==> src/common/motor_output_pkg.sv <==
// Constants, register map and helper functions for the motor output stage.
// Assumes a single 25 MHz clock and an Avalon-MM slave with byte addresses.
//
// Contract
// - Servo PWM offers inverter and sign-magnitude formats; only the selected one is output.
// - Inverter format: 25 kHz, 0.2% at full negative, 50% at zero, 99.8% full positive.
// - Sign-magnitude format: 50 kHz, 0% at zero magnitude, 99.6% at full magnitude.
// - Sign-magnitude format puts command polarity on the sign output, magnitude on PWM.
// - Stepper axes emit one step pulse per motor step on the shared PWM/step output.
// - Each step pulse is active for half of the step period.
// - Step pulse polarity is selectable, active low or active high.
// - Stepper axes drive the sign/direction output with the commanded travel direction.
// - Error output goes low while any axis position error exceeds its limit.
// - Amplifier enable goes low on abort, and on error when off-on-error is set.
// - Servo mode refreshes the motor command once per sample period.
// - Motor-off mode holds the motor command at the programmed offset level.
// - Set-bit and clear-bit change one output line, leaving others unchanged.
// - Output port write sets every general-purpose output bit at once.
package motor_output_pkg;

  // ==========================================================
  // Clock and PWM timing
  localparam int CLK_HZ = 25_000_000;
  localparam int INV_PWM_HZ = 25_000;
  localparam int SM_PWM_HZ = 50_000;
  localparam int INV_PERIOD_CYC = CLK_HZ / INV_PWM_HZ;
  localparam int SM_PERIOD_CYC = CLK_HZ / SM_PWM_HZ;
  // Duty endpoints in tenths of a percent
  localparam int INV_MIN_TENTHS = 2;
  localparam int INV_MAX_TENTHS = 998;
  localparam int SM_MAX_TENTHS = 996;
  localparam int INV_DUTY_MIN = (INV_PERIOD_CYC * INV_MIN_TENTHS) / 1000;
  localparam int INV_DUTY_MAX = (INV_PERIOD_CYC * INV_MAX_TENTHS) / 1000;
  localparam int INV_DUTY_HALF = INV_PERIOD_CYC / 2;
  localparam int SM_DUTY_MAX = (SM_PERIOD_CYC * SM_MAX_TENTHS) / 1000;
  // Command to duty scale: right shift of the signed command
  localparam int CMD_SHIFT = 6;

  // ==========================================================
  // Widths
  localparam int CNT_W = 10;
  localparam int CMD_W = 16;
  localparam int GPIO_W = 16;
  localparam int ADDR_W = 8;
  localparam int IRQ_W = 3;

  // ==========================================================
  // Register byte offsets
  localparam logic [7:0] OFS_CTRL = 8'h00;
  localparam logic [7:0] OFS_OFFSET = 8'h04;
  localparam logic [7:0] OFS_ERR_LIMIT = 8'h08;
  localparam logic [7:0] OFS_SAMPLE = 8'h0C;
  localparam logic [7:0] OFS_STEP_HALF = 8'h10;
  localparam logic [7:0] OFS_STEP_CMD = 8'h14;
  localparam logic [7:0] OFS_GPIO = 8'h18;
  localparam logic [7:0] OFS_GPIO_SET = 8'h1C;
  localparam logic [7:0] OFS_GPIO_CLR = 8'h20;
  localparam logic [7:0] OFS_STATUS = 8'h24;
  localparam logic [7:0] OFS_IRQ_STAT = 8'h28;
  localparam logic [7:0] OFS_IRQ_MASK = 8'h2C;

  // Control register fields and the step command direction bit
  localparam int CTRL_STEPPER = 0;
  localparam int CTRL_SIGN_MAG = 1;
  localparam int CTRL_STEP_HIGH = 2;
  localparam int CTRL_MOTOR_OFF = 3;
  localparam int CTRL_OFF_ON_ERR = 4;
  localparam int CTRL_AMP_ON = 5;
  localparam int STEP_DIR_BIT = 31;

  // Interrupt status fields
  localparam int IRQ_ERR = 0;
  localparam int IRQ_STEP_DONE = 1;
  localparam int IRQ_ABORT = 2;

  // Reset values
  localparam logic [15:0] SAMPLE_RST = 16'h61A8;
  localparam logic [15:0] STEP_HALF_RST = 16'h0064;
  localparam logic [15:0] ERR_LIMIT_RST = 16'h3FFF;

  // ==========================================================
  // Magnitude of a signed 16-bit value; full negative gives 16'h8000
  function automatic logic [15:0] abs16(input logic [15:0] v);
    abs16 = v[15] ? 16'(-v) : v;
  endfunction

  // Byte-enable merge of a write into an existing word
  function automatic logic [31:0] be_merge(input logic [31:0] old, input logic [31:0] wd,
                                           input logic [3:0] be);
    for (int i = 0; i < 4; i++) begin
      be_merge[i*8 +: 8] = be[i] ? wd[i*8 +: 8] : old[i*8 +: 8];
    end
  endfunction

endpackage

==> src/rtl/pwm_counter.sv <==
// Free-running PWM carrier with a duty latched at the start of each period.
// Assumes period and duty are stable enough to be sampled once per period.
`timescale 1ns/1ns
module pwm_counter
  import motor_output_pkg::*;
(
  // Clock, reset, enable
  input wire logic clk,
  input wire logic rstn,
  input wire logic ce,
  // Carrier settings
  input wire logic [CNT_W-1:0] period,
  input wire logic [CNT_W-1:0] duty,
  // Waveform
  output logic pwm
);

  typedef struct packed {
    logic [CNT_W-1:0] cnt;
    logic [CNT_W-1:0] duty;
    logic pwm;
  } pwm_state_t;

  pwm_state_t st;
  pwm_state_t st_d;

  // ==========================================================
  // Next state: count, reload duty at wrap, compare
  always_comb begin
    st_d = st;
    if (st.cnt >= period - CNT_W'(1)) begin
      st_d.cnt = '0;
      st_d.duty = duty;
    end else begin
      st_d.cnt = st.cnt + CNT_W'(1);
    end
    st_d.pwm = st_d.cnt < st_d.duty;
  end

  // State register
  always_ff @(posedge clk or negedge rstn) begin
    if (!rstn) begin
      st <= '0;
    end else if (ce) begin
      st <= st_d;
    end
  end

  assign pwm = st.pwm;

  a_zero_duty: assert property (@(posedge clk) disable iff (!rstn) st.duty == '0 |-> !pwm)
    else $error("pwm high with zero duty");

endmodule

==> src/rtl/motor_output_pwm_step.sv <==
// Single-axis output stage: servo PWM, step/direction, enables, error and outputs.
// Assumes a 25 MHz clock, synchronous inputs and an Avalon-MM master with waitrequest.
`timescale 1ns/1ns
module motor_output_pwm_step
  import motor_output_pkg::*;
(
  // Clock, reset, enable
  input wire logic clk,
  input wire logic rstn,
  input wire logic ce,
  // Avalon-MM slave
  input wire logic [ADDR_W-1:0] address,
  input wire logic read,
  input wire logic write,
  input wire logic [31:0] writedata,
  input wire logic [3:0] byteenable,
  output logic [31:0] readdata,
  output logic waitrequest,
  // Servo loop side
  input wire logic [CMD_W-1:0] servo_cmd,
  input wire logic [CMD_W-1:0] pos_error,
  input wire logic other_axis_error,
  input wire logic abort_n,
  // Pins toward bridge or driver
  output logic pwm_step_out,
  output logic sign_dir_out,
  output logic amp_enable,
  output logic error_n,
  output logic [GPIO_W-1:0] gpio_out,
  // Interrupt
  output logic irq
);

  typedef struct packed {
    logic wait_req;
    logic [31:0] rdata;
    logic stepper;
    logic sign_mag;
    logic step_high;
    logic motor_off;
    logic off_on_err;
    logic amp_on;
    logic [15:0] offset;
    logic [15:0] err_limit;
    logic [15:0] sample_per;
    logic [15:0] step_half;
    logic [15:0] sample_cnt;
    logic [15:0] cmd_act;
    logic [15:0] step_left;
    logic [15:0] step_cnt;
    logic step_dir;
    logic step_phase;
    logic [GPIO_W-1:0] gpio;
    logic [IRQ_W-1:0] irq_stat;
    logic [IRQ_W-1:0] irq_mask;
    logic err_prev;
    logic error_n;
    logic pwm_step;
    logic sign_dir;
    logic irq;
  } out_state_t;

  out_state_t st;
  out_state_t st_d;

  // ==========================================================
  // Combinational helpers
  logic req;
  logic take;
  logic wr;
  logic sample_tick;
  logic err_now;
  logic pwm_raw;
  logic [31:0] rd;
  logic [31:0] merged;
  logic [CNT_W-1:0] period_sel;
  logic [CNT_W-1:0] duty_sel;
  logic [IRQ_W-1:0] irq_set;
  logic [IRQ_W-1:0] irq_clr;
  logic step_done;
  int inv_raw;
  logic [15:0] mag;

  // Bus handshake: first cycle raises the answer, second cycle commits
  assign req = read | write;
  assign take = req & ~st.wait_req;
  assign wr = write & take;

  // Sample tick and error detection
  assign sample_tick = (st.sample_cnt + 16'h0001) >= st.sample_per;
  assign err_now = (abs16(pos_error) > st.err_limit) | other_axis_error;

  // ==========================================================
  // Duty from the active command, linear and saturating
  always_comb begin
    inv_raw = INV_DUTY_HALF + (int'(signed'(st.cmd_act)) >>> CMD_SHIFT);
    if (inv_raw < INV_DUTY_MIN) begin
      inv_raw = INV_DUTY_MIN;
    end else if (inv_raw > INV_DUTY_MAX) begin
      inv_raw = INV_DUTY_MAX;
    end
    mag = abs16(st.cmd_act) >> CMD_SHIFT;
    if (mag > 16'(SM_DUTY_MAX)) begin
      mag = 16'(SM_DUTY_MAX);
    end
    if (st.sign_mag) begin
      period_sel = CNT_W'(SM_PERIOD_CYC);
      duty_sel = mag[CNT_W-1:0];
    end else begin
      period_sel = CNT_W'(INV_PERIOD_CYC);
      duty_sel = inv_raw[CNT_W-1:0];
    end
  end

  pwm_counter u_pwm (
    .clk(clk),
    .rstn(rstn),
    .ce(ce),
    .period(period_sel),
    .duty(duty_sel),
    .pwm(pwm_raw)
  );

  // ==========================================================
  // Register read mux
  always_comb begin
    rd = 32'h0000_0000;
    unique case (address)
      OFS_CTRL: begin
        rd[CTRL_STEPPER] = st.stepper;
        rd[CTRL_SIGN_MAG] = st.sign_mag;
        rd[CTRL_STEP_HIGH] = st.step_high;
        rd[CTRL_MOTOR_OFF] = st.motor_off;
        rd[CTRL_OFF_ON_ERR] = st.off_on_err;
        rd[CTRL_AMP_ON] = st.amp_on;
      end
      OFS_OFFSET: rd[15:0] = st.offset;
      OFS_ERR_LIMIT: rd[15:0] = st.err_limit;
      OFS_SAMPLE: rd[15:0] = st.sample_per;
      OFS_STEP_HALF: rd[15:0] = st.step_half;
      OFS_STEP_CMD: rd = {st.step_dir, 15'h0000, st.step_left};
      OFS_GPIO: rd[GPIO_W-1:0] = st.gpio;
      OFS_STATUS: rd = {st.cmd_act, 12'h000, st.sign_dir, (st.step_left != 16'h0000),
                        ~st.error_n, st.amp_on};
      OFS_IRQ_STAT: rd[IRQ_W-1:0] = st.irq_stat;
      OFS_IRQ_MASK: rd[IRQ_W-1:0] = st.irq_mask;
      default: rd = 32'h0000_0000;
    endcase
  end

  // Word image for byte-enable writes
  always_comb begin
    unique case (address)
      OFS_CTRL: merged = {26'h0, st.amp_on, st.off_on_err, st.motor_off, st.step_high,
                          st.sign_mag, st.stepper};
      OFS_OFFSET: merged = {16'h0000, st.offset};
      OFS_ERR_LIMIT: merged = {16'h0000, st.err_limit};
      OFS_SAMPLE: merged = {16'h0000, st.sample_per};
      OFS_STEP_HALF: merged = {16'h0000, st.step_half};
      OFS_STEP_CMD: merged = {st.step_dir, 15'h0000, st.step_left};
      OFS_GPIO: merged = {16'h0000, st.gpio};
      OFS_IRQ_MASK: merged = {29'h0, st.irq_mask};
      default: merged = 32'h0000_0000;
    endcase
    merged = be_merge(merged, writedata, byteenable);
  end

  // ==========================================================
  // Next state
  always_comb begin
    st_d = st;
    irq_clr = '0;
    step_done = 1'b0;

    // Answer one cycle after the request is seen
    st_d.wait_req = ~(req & st.wait_req);
    if (read & st.wait_req) begin
      st_d.rdata = rd;
    end

    // Register writes commit on the waitrequest-low edge
    if (wr) begin
      unique case (address)
        OFS_CTRL: begin
          st_d.stepper = merged[CTRL_STEPPER];
          st_d.sign_mag = merged[CTRL_SIGN_MAG];
          st_d.step_high = merged[CTRL_STEP_HIGH];
          st_d.motor_off = merged[CTRL_MOTOR_OFF];
          st_d.off_on_err = merged[CTRL_OFF_ON_ERR];
          st_d.amp_on = merged[CTRL_AMP_ON];
        end
        OFS_OFFSET: st_d.offset = merged[15:0];
        OFS_ERR_LIMIT: st_d.err_limit = merged[15:0];
        OFS_SAMPLE: st_d.sample_per = merged[15:0];
        OFS_STEP_HALF: st_d.step_half = merged[15:0];
        OFS_STEP_CMD: begin
          st_d.step_left = merged[15:0];
          st_d.step_dir = merged[STEP_DIR_BIT];
          st_d.step_cnt = 16'h0000;
          st_d.step_phase = 1'b0;
        end
        OFS_GPIO: st_d.gpio = merged[GPIO_W-1:0];
        OFS_GPIO_SET: begin
          if (byteenable[0]) begin
            st_d.gpio[writedata[3:0]] = 1'b1;
          end
        end
        OFS_GPIO_CLR: begin
          if (byteenable[0]) begin
            st_d.gpio[writedata[3:0]] = 1'b0;
          end
        end
        OFS_IRQ_STAT: irq_clr = merged[IRQ_W-1:0];
        OFS_IRQ_MASK: st_d.irq_mask = merged[IRQ_W-1:0];
        default: st_d.gpio = st.gpio;
      endcase
    end

    // Sample period counter and command refresh
    if (sample_tick) begin
      st_d.sample_cnt = 16'h0000;
      st_d.cmd_act = st.motor_off ? st.offset : servo_cmd;
    end else begin
      st_d.sample_cnt = st.sample_cnt + 16'h0001;
    end

    // Step train: two half periods per step, counted down at the end
    if (st.step_left != 16'h0000 && !(wr && address == OFS_STEP_CMD)) begin
      if ((st.step_cnt + 16'h0001) >= st.step_half) begin
        st_d.step_cnt = 16'h0000;
        st_d.step_phase = ~st.step_phase;
        if (st.step_phase) begin
          st_d.step_left = st.step_left - 16'h0001;
          step_done = st.step_left == 16'h0001;
        end
      end else begin
        st_d.step_cnt = st.step_cnt + 16'h0001;
      end
    end

    // Amplifier enable: hardware shutdown beats a software set
    if (!abort_n || (st_d.off_on_err && err_now)) begin
      st_d.amp_on = 1'b0;
    end

    // Error pin and event capture
    st_d.error_n = ~err_now;
    st_d.err_prev = err_now;
    irq_set = '0;
    irq_set[IRQ_ERR] = err_now & ~st.err_prev;
    irq_set[IRQ_STEP_DONE] = step_done;
    irq_set[IRQ_ABORT] = ~abort_n;
    st_d.irq_stat = (st.irq_stat & ~irq_clr) | irq_set;
    st_d.irq = |(st_d.irq_stat & st_d.irq_mask);

    // Output pin selection
    if (st_d.stepper) begin
      st_d.pwm_step = st_d.step_phase ? st_d.step_high : ~st_d.step_high;
      st_d.sign_dir = st_d.step_dir;
    end else begin
      st_d.pwm_step = pwm_raw;
      st_d.sign_dir = st_d.cmd_act[CMD_W-1];
    end
  end

  // ==========================================================
  // State register
  always_ff @(posedge clk or negedge rstn) begin
    if (!rstn) begin
      st <= '0;
      st.wait_req <= 1'b1;
      st.sample_per <= SAMPLE_RST;
      st.step_half <= STEP_HALF_RST;
      st.err_limit <= ERR_LIMIT_RST;
      st.error_n <= 1'b1;
      st.step_phase <= 1'b0;
    end else if (ce) begin
      st <= st_d;
    end
  end

  // Outputs straight from the state register
  assign readdata = st.rdata;
  assign waitrequest = st.wait_req;
  assign pwm_step_out = st.pwm_step;
  assign sign_dir_out = st.sign_dir;
  assign amp_enable = st.amp_on;
  assign error_n = st.error_n;
  assign gpio_out = st.gpio;
  assign irq = st.irq;

  // ==========================================================
  // Checks
  a_error_low: assert property (@(posedge clk) disable iff (!rstn)
    ce && err_now |=> !error_n)
    else $error("error pin not low on excess error");

  a_amp_abort: assert property (@(posedge clk) disable iff (!rstn)
    ce && !abort_n |=> !amp_enable ##1 (!amp_enable || $past(wr)))
    else $error("amp enable not dropped on abort");

  a_amp_off_err: assert property (@(posedge clk) disable iff (!rstn)
    ce && st.off_on_err && err_now && !wr |=> !amp_enable)
    else $error("amp enable not dropped on error");

  a_offset_hold: assert property (@(posedge clk) disable iff (!rstn)
    ce && sample_tick && st.motor_off |=> st.cmd_act == $past(st.offset))
    else $error("motor off did not load offset");

  a_cmd_refresh: assert property (@(posedge clk) disable iff (!rstn)
    ce && !sample_tick |=> $stable(st.cmd_act))
    else $error("command changed between samples");

  a_inv_range: assert property (@(posedge clk) disable iff (!rstn)
    !st.sign_mag |-> duty_sel >= CNT_W'(INV_DUTY_MIN) && duty_sel <= CNT_W'(INV_DUTY_MAX))
    else $error("inverter duty outside limits");

  a_sm_range: assert property (@(posedge clk) disable iff (!rstn)
    st.sign_mag |-> duty_sel <= CNT_W'(SM_DUTY_MAX) && period_sel == CNT_W'(SM_PERIOD_CYC))
    else $error("sign-magnitude duty outside limits");

  a_gpio_set: assert property (@(posedge clk) disable iff (!rstn)
    ce && wr && address == OFS_GPIO_SET && byteenable[0] |=>
      gpio_out[$past(writedata[3:0])] && ((gpio_out ^ $past(gpio_out)) & ~(16'h0001 <<
      $past(writedata[3:0]))) == 16'h0000)
    else $error("set bit disturbed other lines");

  a_gpio_port: assert property (@(posedge clk) disable iff (!rstn)
    ce && wr && address == OFS_GPIO && byteenable[1:0] == 2'b11 |=>
      gpio_out == $past(writedata[GPIO_W-1:0]))
    else $error("port write not applied");

  a_step_idle: assert property (@(posedge clk) disable iff (!rstn)
    st.stepper && !st.step_phase |-> pwm_step_out == ~st.step_high)
    else $error("step pin not at inactive level");

  a_step_dir: assert property (@(posedge clk) disable iff (!rstn)
    ce && st_d.stepper |=> sign_dir_out == st.step_dir)
    else $error("direction pin does not follow command");

endmodule

==> config.mk <==
export PLATFORM = sky130hd
export DESIGN_NAME = motor_output_pwm_step
export DESIGN_NICKNAME = d
export VERILOG_FILES = /design/src/common/motor_output_pkg.sv /design/src/rtl/pwm_counter.sv /design/src/rtl/motor_output_pwm_step.sv
export SDC_FILE = /design/constraint.sdc
export NUM_CORES = 1
export LEC_CHECK = 0
export BUFFER_PORTS_ARGS = -buffer_cell sky130_fd_sc_hd__buf_2
export CAP_MARGIN = 0
export CORE_UTILIZATION = 61
export DETAILED_ROUTE_END_ITERATION = 16
export HOLD_SLACK_MARGIN = 0.05
export PLACE_DENSITY_LB_ADDON = 0.2
export SYNTH_ARGS = -nofsm -noshare
export SYNTH_HDL_FRONTEND = slang
export SYNTH_SLANG_ARGS = --single-unit
==> constraint.sdc <==
create_clock -name clk -period 4.1 [get_ports clk]
set_input_delay 1.23 -clock clk [delete_from_list [all_inputs] [get_ports clk]]
set_output_delay 1.23 -clock clk [all_outputs]
set_load 0.02 [all_outputs]
Word level (Yosys, flattened, before mapping) --
Index checks and enable logic that the tools add are counted.
Storage, ports and cells: register bits after elaboration 217, word-level logic and storage cells 158, bits of input ports 83
Cells by class: magnitude comparators 10, add/sub/neg operators 8, multiplexer cells 49, bitwise operators 22, equality and inequality tests 14, reduce and logical (&&, ||, !) cells 25
Operators with widths (count):
- $pmux 32 s8 | 1
- $mux 16 | 14
- $mux 10 | 7
- $mux 70 | 1
- $pmux 10 s6 | 1
- $mux 50 | 1
- $pmux 16 s3 | 1
- $mux 34 | 1
- $add 16x1->16 const B | 2
- $eq 8x5->1 const B | 4
- $eq 8x6->1 const B | 4
- $ge 16x16->1 | 2
- $mux 32 | 1
- $neg 16->16 | 2
- $pmux 16 s2 | 1
- $pmux 3 s10 | 1
- $mux 8 | 3
- $pmux 3 s8 | 1
- $reduce_and 3->1 | 7
- $and 16x16->16 | 1
- $eq 16x1->1 const B | 1
- $eq 8x4->1 const B | 2
- $gt 16x16->1 | 1
- $not 16->16 | 1
- other kinds (35) | 67

Longest topological paths before layout --
Gate-level depths: netlist of run 1.
depth after elaboration 13, depth in mapped cells 20

Cells and area by module --
From an unflattened synthesis of run 1, not the netlist that was laid out.
Second synthesis, totals: cells, all modules 1632, area, all modules 14555.2 µm²
By module, submodules not included:
- motor_output_pwm_step | cells each 1455, area an instance 12867.3 µm², times used 1, sequential area each 4936.0 µm²
- pwm_counter | cells each 177, area an instance 1687.9 µm², times used 1, sequential area each 525.5 µm²

Least setup slack after synthesis of run 1 --
Ideal clock, no wire load.
kind input-to-reg, start input pos_error[5], end register st (netlist bit irq), buffers on the path 0, data arrival time 3.926 ns, required time 3.972 ns, setup time 0.128 ns, stages 15, slack 0.046 ns, cell sequence nor4_1 -> nand2b_1 -> nor2_1 -> nand3_1 -> o41ai_1 -> xnor2_1 -> ha_1 -> nand2_1 -> nor2_1 -> a2111oi_0 -> o22ai_1 -> a31oi_1 -> o311ai_0 -> a222oi_1 -> nor2_1
Between the ends: word-level cells in the longest chain between the ends 8
Ends and longest elaborated chain:
- from (decl) | line motor_output_pwm_step.sv:21 | input wire logic [CMD_W-1:0] pos_error,
- $neg 16->16 | line motor_output_pkg.sv:84 | abs16 = v[15] ? 16'(-v) : v;
- $mux 16 (*) | line motor_output_pkg.sv:84
- $gt 16x16->1 (*) | line motor_output_pwm_step.sv:91 | assign err_now = (abs16(pos_error) > st.err_limit) | other_axis_error;
- $or 1x1->1 (*) | line motor_output_pwm_step.sv:91
- $and 1x1->1 (*) | line motor_output_pwm_step.sv:250 | irq_set[IRQ_ERR] = err_now & ~st.err_prev;
- $or 3x3->3 (*) | line motor_output_pwm_step.sv:253 | st_d.irq_stat = (st.irq_stat & ~irq_clr) | irq_set;
- $and 3x3->3 (*) | line motor_output_pwm_step.sv:254 | st_d.irq = |(st_d.irq_stat & st_d.irq_mask);
- $reduce_or 3->1 (*) | line motor_output_pwm_step.sv:254
- to (signal assigned) | line motor_output_pwm_step.sv:278 | st <= st_d;
- to (decl) | line motor_output_pwm_step.sv:63 | out_state_t st;
Every way passes the cells marked *; elsewhere a longest branch is shown, timed or not. A chain may end at the register's enable or synchronous reset.

Worst setup path in the final report of run 1 --
start register st[71] (netlist bit), end register u_pwm.st (netlist bit u_pwm.pwm)
Between the ends: word-level cells in the longest chain between the ends 7, elaborated cells on any way between the ends 12, those cells by class add/sub (2); order compare (4); mux (6)
Ends and longest elaborated chain:
- $neg 16->16 / $add 10x10->11 (equally long branches) | line motor_output_pkg.sv:84, motor_output_pwm_step.sv:96
- $mux 16 / $gt 11x11->1 (equally long branches) | line motor_output_pkg.sv:84, motor_output_pwm_step.sv:99
- $gt 10x9->1 / $mux 10 (equally long branches) | line motor_output_pwm_step.sv:103, motor_output_pwm_step.sv:99
- $mux 10, on equally long branches | line motor_output_pwm_step.sv:103, motor_output_pwm_step.sv:97
- $mux 10 (*) | line motor_output_pwm_step.sv:106 | if (st.sign_mag) begin
- $mux 10 (*) | line pwm_counter.sv:31 | if (st.cnt >= period - CNT_W'(1)) begin
- $lt 10x10->1 (*) | line pwm_counter.sv:37 | st_d.pwm = st_d.cnt < st_d.duty;
- to (signal assigned) | line pwm_counter.sv:45 | st <= st_d;
- to (decl) | line pwm_counter.sv:24 | pwm_state_t st;
Marked as above.

==> metrics.md, run 1 <==
| Metric | Value |
|---|---|
| Outcome | complete, no violations |
| Area of the mapped netlist | 14000 um^2 |
| Met2 Routed Length | 20.1 mm |
| Sink Count | 217 |
| Peak clock frequency supported by timing | 253 MHz |
| Aggregate negative setup slack | 0 ns |
| Setup slack after placement | -0.603 ns |
| Maximum vdd ir drop | 0.312 mV |
| Total setup violations reported at the end of the flow | 0 |
| Area growth, synth to finish | 14.4% |
| DR WL met3 | 3.85 mm |
| Crit path arrival time | 4.38 ns |
| # IOs | 137 |
| Per-instance average area after synthesis | 8.83 um^2 |
| Number of synthesized flops with an enable pin | 0 |
| Min-Delay Path Depth | 2 |
| Class of the most critical setup path | flop to flop |
| Fill cell count | 1767 |
| Fin area | 16000 um^2 |
| Final Routed Wirelength | 43.4 mm |
| Core area | 22600 um^2 |
| TritonCTS Buffers | 25 |
| Worst Skew | 0.0168 ns |
| Share of flip-flops with an asynchronous set or reset after synthesis | 100% |
| Yosys warns | 0 |
| Clock latency of the later-clocked register in the worst-skew pair | 0.53 ns |
| Count of buffers from port buffering | 120 |
| Data required time at the worst endpoint | 4.53 ns |
| Routability Congestion | 0.946 |
| Max layer used | met4 |
| Worst reg2reg path depth | 17 |
| Total power per unit cell area | 443 nW/um^2 |
| Startpoint type of the worst setup path | flop |
| Global route total overflow | 0 |
| Final layout net count | 1837 |
| Leading post-synthesis cells by instance count | sky130_fd_sc_hd__nand2_1 (201), sky130_fd_sc_hd__dfrtp_1 (192), sky130_fd_sc_hd__o21ai_0 (176), sky130_fd_sc_hd__a21oi_1 (85), sky130_fd_sc_hd__clkbuf_1 (85) |
| First-pass iteration count of the detailed router | 9 |
| Detailed-route vias per instance | 6.46 |
| Worst Hold Class | flop to flop |
| Period Utilization, post-route | 96.4% |
| Post-detailed-route wirelength per cell | 21.8 um |
| Wire length of the first global-routing pass | 67.6 mm |
| Clock tree from TritonCTS | yes |
| Fin. max-slew vios | 0 |
| DP HPWL | 32.0 mm |
| Dominant register cell in the synthesized netlist | sky130_fd_sc_hd__dfrtp_1 |
| Leak | 7.10 nW |
| Clk pin slew, worst setup/hold paths | 0.06 ns |
| Post-route DRC violation count | 0 |
| Total count of hold-check failures in the final report | 0 |
| Fraction of post-synthesis cell area in the top cell type by area | 34.4% |
| Number of distinct standard cells referenced by the synthesized netlist | 84 |
| Starting utilization of the core area | 61.9% |
| Synth Instances | 1583 |
| Slew margin rel. | 51.7% |
| X dimension of the die | 153 um |
| Dominant cell by count in the synthesized netlist | sky130_fd_sc_hd__nand2_1 |
| Die ar. | 23500 um^2 |
| Post-layout util | 70.8% |
| Remaining number of nets flagged by the antenna check after routing | 0 |
| Fraction of final layout cells with drive strength greater than 1 | 21.1% |
| Cell taking the most area after synthesis | sky130_fd_sc_hd__dfrtp_1 |
| Number of vias after detailed routing | 12900 |
| GRT Total Usage | 36.9% |
| Fin crit period | 3.95 ns |
| Syn Nets | 1734 |
| Height of the die | 153 um |
| Sum of routed wire segments on met1 | 17.0 mm |
| Largest cells by area after synthesis | sky130_fd_sc_hd__dfrtp_1 (34%), sky130_fd_sc_hd__o21ai_0 (6.3%), sky130_fd_sc_hd__ha_1 (6.1%), sky130_fd_sc_hd__nand2_1 (5.4%), sky130_fd_sc_hd__dfstp_2 (4.7%) |
| Post-DP Area | 15000 um^2 |
| Num rows | 55 |
| Number of DRC markers after the initial detailed-route iteration | 1225 |
| Critical path fanouts, max | 6 |
| Clock Root Buffer | sky130_fd_sc_hd__clkbuf_16 |
| Transition time at the pin with the least slew margin | 0.725 ns |
| Largest net degree at the start of global routing | 94 |
| CP Capture Type | flop |
| Number of hold-repair buffers added at the cts stage | 0 |
| Yosys reg bits | 217 |
| Initial antenna violation count | 1 |
| Total power after layout | 0.00708 W |
| Final Worst Setup Slack | 0.147 ns |
| Max Root-Sink Buffers | 3 |
| Sequential element share of the synthesized area | 39.1% |
| Number of global-route vias before repair | 12300 |
| H-tree Lvls | 1 |
| Number of max-capacitance violations reported | 0 |
==> worst max-delay path, stage by stage (launching register included) <==
cell,delay (ns)
sky130_fd_sc_hd__dfrtp_1,0.41
sky130_fd_sc_hd__or4_1,0.70
sky130_fd_sc_hd__nor2_1,0.22
sky130_fd_sc_hd__a311oi_1,0.13
sky130_fd_sc_hd__a311o_1,0.40
sky130_fd_sc_hd__buf_4,0.17
sky130_fd_sc_hd__a21oi_1,0.13
sky130_fd_sc_hd__nor2_1,0.09
sky130_fd_sc_hd__a21o_1,0.18
sky130_fd_sc_hd__ha_1,0.19
sky130_fd_sc_hd__a21o_1,0.17
sky130_fd_sc_hd__a21o_1,0.16
sky130_fd_sc_hd__a21o_1,0.16
sky130_fd_sc_hd__a21oi_1,0.12
sky130_fd_sc_hd__o21ai_0,0.11
sky130_fd_sc_hd__a211oi_1,0.23
sky130_fd_sc_hd__o21ai_0,0.09
sky130_fd_sc_hd__a41oi_1,0.19
==> area by class of cell <==
class / count / area (um^2) / area share, %
Clock buffer: 39 / 768 / 4.81
Multi-Input combinational cell: 1143 / 7620 / 47.7
Sequential cell: 217 / 5460 / 34.2
Clock inverter: 6 / 38.8 / 0.243
Antenna cell: 3 / 7.51 / 0.0470
Inverter: 72 / 270 / 1.69
Timing Repair Buffer: 227 / 1460 / 9.10
Tap cell: 285 / 357 / 2.23
==> power by group <==
group          switching (W)  total (W)  internal (W)
Clock               0.000905    0.00219       0.00128
Combinational        0.00132    0.00229      0.000964
Sequential          0.000275    0.00261       0.00233
==> per-stage QoR <==
stage	hold slack [ns]	instances
CTS	0.478	1981
global route	0.507	1990
detailed placement	0.465	1936
finish	0.470	1992
floorplan	0.450	1583
global placement	0.458	1936
==> sequential cells by signal (all words and copies together), names as in the netlist, 16 cells and up <==
| signal | flops |
|---|---|
| st | 142 |
| u_pwm.st | 20 |
| readdata | 32 |
| gpio_out | 16 |
==> per-layer routing <==
layer	track usage (%)	vias up
li1	-	5865
met1	47.3	6182
met2	60.0	662
met3	6.07	157
met4	19.7	0
met5	0	-
==> path summary, 6_finish.rpt <==
path,slack (ns),endpoint,start
max,0.15,u_pwm.pwm$_DFFE_PN0P_,st[71]$_DFFE_PN0P_
min,0.47,readdata[4]$_DFFE_PN0P_,readdata[4]$_DFFE_PN0P_
max reg2reg,0.15,u_pwm.pwm$_DFFE_PN0P_,st[71]$_DFFE_PN0P_
min reg2reg,0.47,readdata[4]$_DFFE_PN0P_,readdata[4]$_DFFE_PN0P_
max in group asynchronous,2.51,st[122]$_DFFE_PN1P_,rstn
min in group asynchronous,0.70,readdata[30]$_DFFE_PN0P_,rstn
==> repair_timing <==
item / 4_1_cts / 5_1_grt
pin swaps: 0 / 13
endpoints found under the hold margin: 0 / 0
gates resized for setup: 2 / 23
setup buffers: 0 / 8
endpoints found under the setup margin: 4 / 34
==> layout by cell type, fill, tap and decap left out, drive strengths merged, types with 8 or more instances in the layout <==
master     n
mux2i     47
a21oi     86
xnor2     39
dfrtp    192
inv       72
or2        9
nor4      11
a21o      18
o2bb2ai   12
a22oi     16
buf      227
o22ai     25
mux2      25
nor2b     11
ha        68
a222oi    10
o21ai    180
nand2    201
o21a       8
xor2      23
a22o      43
nand4     17
nand3     39
o31ai     13
nand2b    17
clkbuf    39
nor3      17
dfstp     25
nor2      73
and3      20
==> kinds of logic after synthesis <==
group                      after synthesis  share of synthesized area (%)
muxes                                   73                           5.54
AOI/OAI and AO/OA                      480                           22.1
xor gates and xnor gates                62                           3.89
adders and majority gates               68                           6.09
DFF                                    217                           39.1
buffers and inverters                  223                           7.46
and+or+nand+nor                        460                           15.8
(Power assumes the default switching activity.)
==> inputs of run 2 (changes only) <==
--- a/config.mk
+++ b/config.mk
@@ -10,7 +10,7 @@
 export CORE_UTILIZATION = 61
 export DETAILED_ROUTE_END_ITERATION = 16
 export HOLD_SLACK_MARGIN = 0.05
-export PLACE_DENSITY_LB_ADDON = 0.2
+export PLACE_DENSITY = 0.82
 export SYNTH_ARGS = -nofsm -noshare
 export SYNTH_HDL_FRONTEND = slang
 export SYNTH_SLANG_ARGS = --single-unit
==> metrics.md, run 2 (synthesis results as in run 1) <==
| Metric | Value |
|---|---|
| Outcome | finished with violations (was complete, no violations) |
| Failing checks | DRC |
| Slew margin rel. | 43.8% (was 51.7%) |
| Num rows | 55 (unchanged) |
| Transition time at the pin with the least slew margin | 0.843 ns (was 0.725 ns) |
| TritonCTS Buffers | 24 (was 25) |
| Die ar. | 23500 um^2 (unchanged) |
| Worst Skew | 0.0221 ns (was 0.0168 ns) |
| X dimension of the die | 153 um (unchanged) |
| Number of flip-flops in the largest register | 142 (unchanged) |
| Data required time at the worst endpoint | 4.51 ns (was 4.53 ns) |
| Clock group share of total power | 31.8% (was 30.9%) |
| Number of global-route vias before repair | 12200 (was 12300) |
| Final Worst Setup Slack | 0.183 ns (was 0.147 ns) |
| Area growth, synth to finish | 14.3% (was 14.4%) |
| Proportion of power drawn by combinational gates | 32.0% (was 32.3%) |
| Fin. max-slew vios | 0 (unchanged) |
| Remaining number of nets flagged by the antenna check after routing | 0 (unchanged) |
| Number of vias after detailed routing | 12800 (was 12900) |
| Worst Hold Class | flop to flop (unchanged) |
| Switching portion of total power | 34.6% (was 35.3%) |
| Clk pin slew, worst setup/hold paths | 0.06 ns (about the same) |
| Fin area | 16000 um^2 (about the same) |
| Startpoint type of the worst setup path | input pin (was flop) |
| Post-detailed-route wirelength per cell | 21.3 um (was 21.8 um) |
| Sink Count | 217 (unchanged) |
| CP Capture Type | flop (unchanged) |
| Class of the most critical setup path | input pin to flop (was flop to flop) |
| Core area | 22600 um^2 (unchanged) |
| Total power per unit cell area | 449 nW/um^2 (was 443 nW/um^2) |
| GRT Total Usage | 36.3% (was 36.9%) |
| Global route total overflow | 0 (unchanged) |
| Post-route DRC violation count | 4 (was 0) |
| Initial antenna violation count | 4 (was 1) |
| Leading cell type in the layout, fill and taps excluded | sky130_fd_sc_hd__nand2_1 (unchanged) |
| Routability Congestion | 0.978 (was 0.946) |
| Total count of hold-check failures in the final report | 0 (unchanged) |
| Starting utilization of the core area | 61.9% (unchanged) |
| DP HPWL | 31.4 mm (was 32.0 mm) |
| Wire length of the first global-routing pass | 67.2 mm (was 67.6 mm) |
| Final layout net count | 1831 (was 1837) |
| First-pass iteration count of the detailed router | 14 (was 9) |
| Aggregate negative setup slack | 0 ns (unchanged) |
| Fin crit period | 3.92 ns (was 3.95 ns) |
| Reg power frac | 36.1% (was 36.8%) |
| Maximum vdd ir drop | 0.303 mV (was 0.312 mV) |
| # IOs | 137 (unchanged) |
| Cell internal pwr | 0.00469 W (was 0.00458 W) |
| Commonest cells after routing, fill and taps aside | sky130_fd_sc_hd__nand2_1 (201), sky130_fd_sc_hd__dfrtp_1 (192), sky130_fd_sc_hd__o21ai_0 (174) (was sky130_fd_sc_hd__nand2_1 (201), sky130_fd_sc_hd__dfrtp_1 (191), sky130_fd_sc_hd__o21ai_0 (173)) |
| Period Utilization, post-route | 95.5% (was 96.4%) |
| Peak clock frequency supported by timing | 255 MHz (was 253 MHz) |
| Critical path fanouts, max | 3 (was 6) |
| Clock latency of the later-clocked register in the worst-skew pair | 0.53 ns (about the same) |
| Number of DRC markers after the initial detailed-route iteration | 1317 (was 1225) |
| Final Routed Wirelength | 42.4 mm (was 43.4 mm) |
| Chain of cells forming the critical path | buf_2 -> nor4_4 -> nand2b_1 -> nor2_1 -> nand3_1 -> o41ai_2 -> xnor2_1 -> ha_1 -> nand2_1 -> nor2_1 -> a2111oi_1 -> o22ai_1 -> a31oi_1 -> buf_4 -> o311ai_0 -> a222oi_1 -> nor2_1 (was or4_1 -> nor2_1 -> a311oi_1 -> a311o_1 -> buf_4 -> a21oi_1 -> nor2_1 -> a21o_1 -> ha_1 -> a21o_1 -> a21o_1 -> a21o_1 -> a21oi_1 -> o21ai_0 -> a211oi_1 -> o21ai_0 -> a41oi_1) |
| Largest incremental delay on the critical path | 0.39 ns (was 0.70 ns) |
| Count of buffers from port buffering | 120 (unchanged) |
| H-tree Lvls | 1 (unchanged) |
| Total setup violations reported at the end of the flow | 0 (unchanged) |
| Fraction of final layout cells with drive strength greater than 1 | 20.8% (was 21.1%) |
| Net Switching | 0.00248 W (was 0.00250 W) |
| Setup slack after placement | -0.540 ns (was -0.603 ns) |
| Leak | 7.08 nW (was 7.10 nW) |
| Top cell by count, worst path | sky130_fd_sc_hd__nor2_1 (was sky130_fd_sc_hd__a21o_1) |
| Detailed-route vias per instance | 6.41 (was 6.46) |
| Total power after layout | 0.00717 W (was 0.00708 W) |
| Clock tree from TritonCTS | yes (unchanged) |
| Top register by number of flip-flops | st (unchanged) |
| Max Root-Sink Buffers | 3 (unchanged) |
| Height of the die | 153 um (unchanged) |
| Crit path arrival time | 4.32 ns (was 4.38 ns) |
| RSZ-0062 raised after global routing | true |
| Largest net degree at the start of global routing | 84 (was 94) |
| Slowest cell on the critical path | sky130_fd_sc_hd__a2111oi_1 (was sky130_fd_sc_hd__or4_1) |
| Number of max-capacitance violations reported | 0 (unchanged) |
| Post-DP Area | 15000 um^2 (about the same) |
| Clock Root Buffer | sky130_fd_sc_hd__clkbuf_16 (unchanged) |
## run 2: cell types whose count changed in the layout (fill, tap and decap cells not counted), moves of 3 or more
cell	delta
sky130_fd_sc_hd__clkbuf_1	+4
sky130_fd_sc_hd__buf_4	-3
sky130_fd_sc_hd__bufinv_16	+3
sky130_fd_sc_hd__clkinv_2	-3
## run 2: worst paths after layout
| kind | end | start | slack [ns] | depth (start not counted) |
|---|---|---|---|---|
| min | readdata[4]$_DFFE_PN0P_ | readdata[4]$_DFFE_PN0P_ | 0.48 | 2 |
| max reg2reg | u_pwm.pwm$_DFFE_PN0P_ | st[69]$_DFFE_PN0P_ | 0.21 | 18 |
| max in group asynchronous | st[133]$_DFFE_PN1P_ | rstn | 2.49 | 2 |
| max | irq$_DFFE_PN0P_ | pos_error[5] | 0.18 | 17 |
| min in group asynchronous | readdata[19]$_DFFE_PN0P_ | rstn | 0.68 | 1 |
| min reg2reg | readdata[4]$_DFFE_PN0P_ | readdata[4]$_DFFE_PN0P_ | 0.48 | 2 |
## run 2: through the flow
step	util (%)	hold WS (ns)	std cells
finish	70.7	0.477	1988
global route	70.7	0.504	1983
CTS	70.1	0.482	1982
detailed placement	66.4	0.469	1938
global placement	66.4	0.461	1938
floorplan	-	0.450	1583
## run 2: worst max-delay path: cells and delay by family
family | cells | cell delay, ns
AO/OA/AOI/OAI | 6 | 1.45
XOR/XNOR | 1 | 0.17
adder cells (fa/ha/maj) | 1 | 0.27
buffers and inverters | 2 | 0.29
AND/OR/NAND/NOR | 7 | 0.91
## run 2: cell type report
| type | instances | area, um^2 |
|---|---|---|
| Fill cell | 1747 | 6610 |
| Clock inverter | 4 | 106 |
| Timing Repair Buffer | 222 | 1400 |
| Tap cell | 285 | 357 |
| Clock buffer | 40 | 731 |
| Multi-Input combinational cell | 1143 | 7630 |
| Sequential cell | 217 | 5460 |
| Inverter | 72 | 270 |
| Antenna cell | 5 | 12.5 |
## run 2: power groups by stage
stage	Clock [W]	Combinational, W	Sequential [W]
3_3_place_gp	0	0.00214	0.00260
2_1_floorplan	0	0.00154	0.00252
4_1_cts	0.00230	0.00221	0.00258
5_1_grt	0.00239	0.00253	0.00261
3_5_place_dp	0	0.00219	0.00261
6_report	0.00228	0.00230	0.00259
## run 2: timing repair
action | CTS | global route
endpoints found under the hold margin | 0 | 0
setup buffers | 0 | 1
endpoints found under the setup margin | 0 | 17
resized for setup | 0 | 26
hold buffers | 0 | 0
## run 2: metal layers
| metal | track usage, % | up-vias | wire length, um |
|---|---|---|---|
| met4 | 16.3 | 2 | 1880 |
| met2 | 59.2 | 591 | 19900 |
| met5 | 0 | - | 13 |
| met3 | 7.43 | 135 | 3960 |
| met1 | 46.7 | 6149 | 16600 |
| li1 | - | 5875 | - |
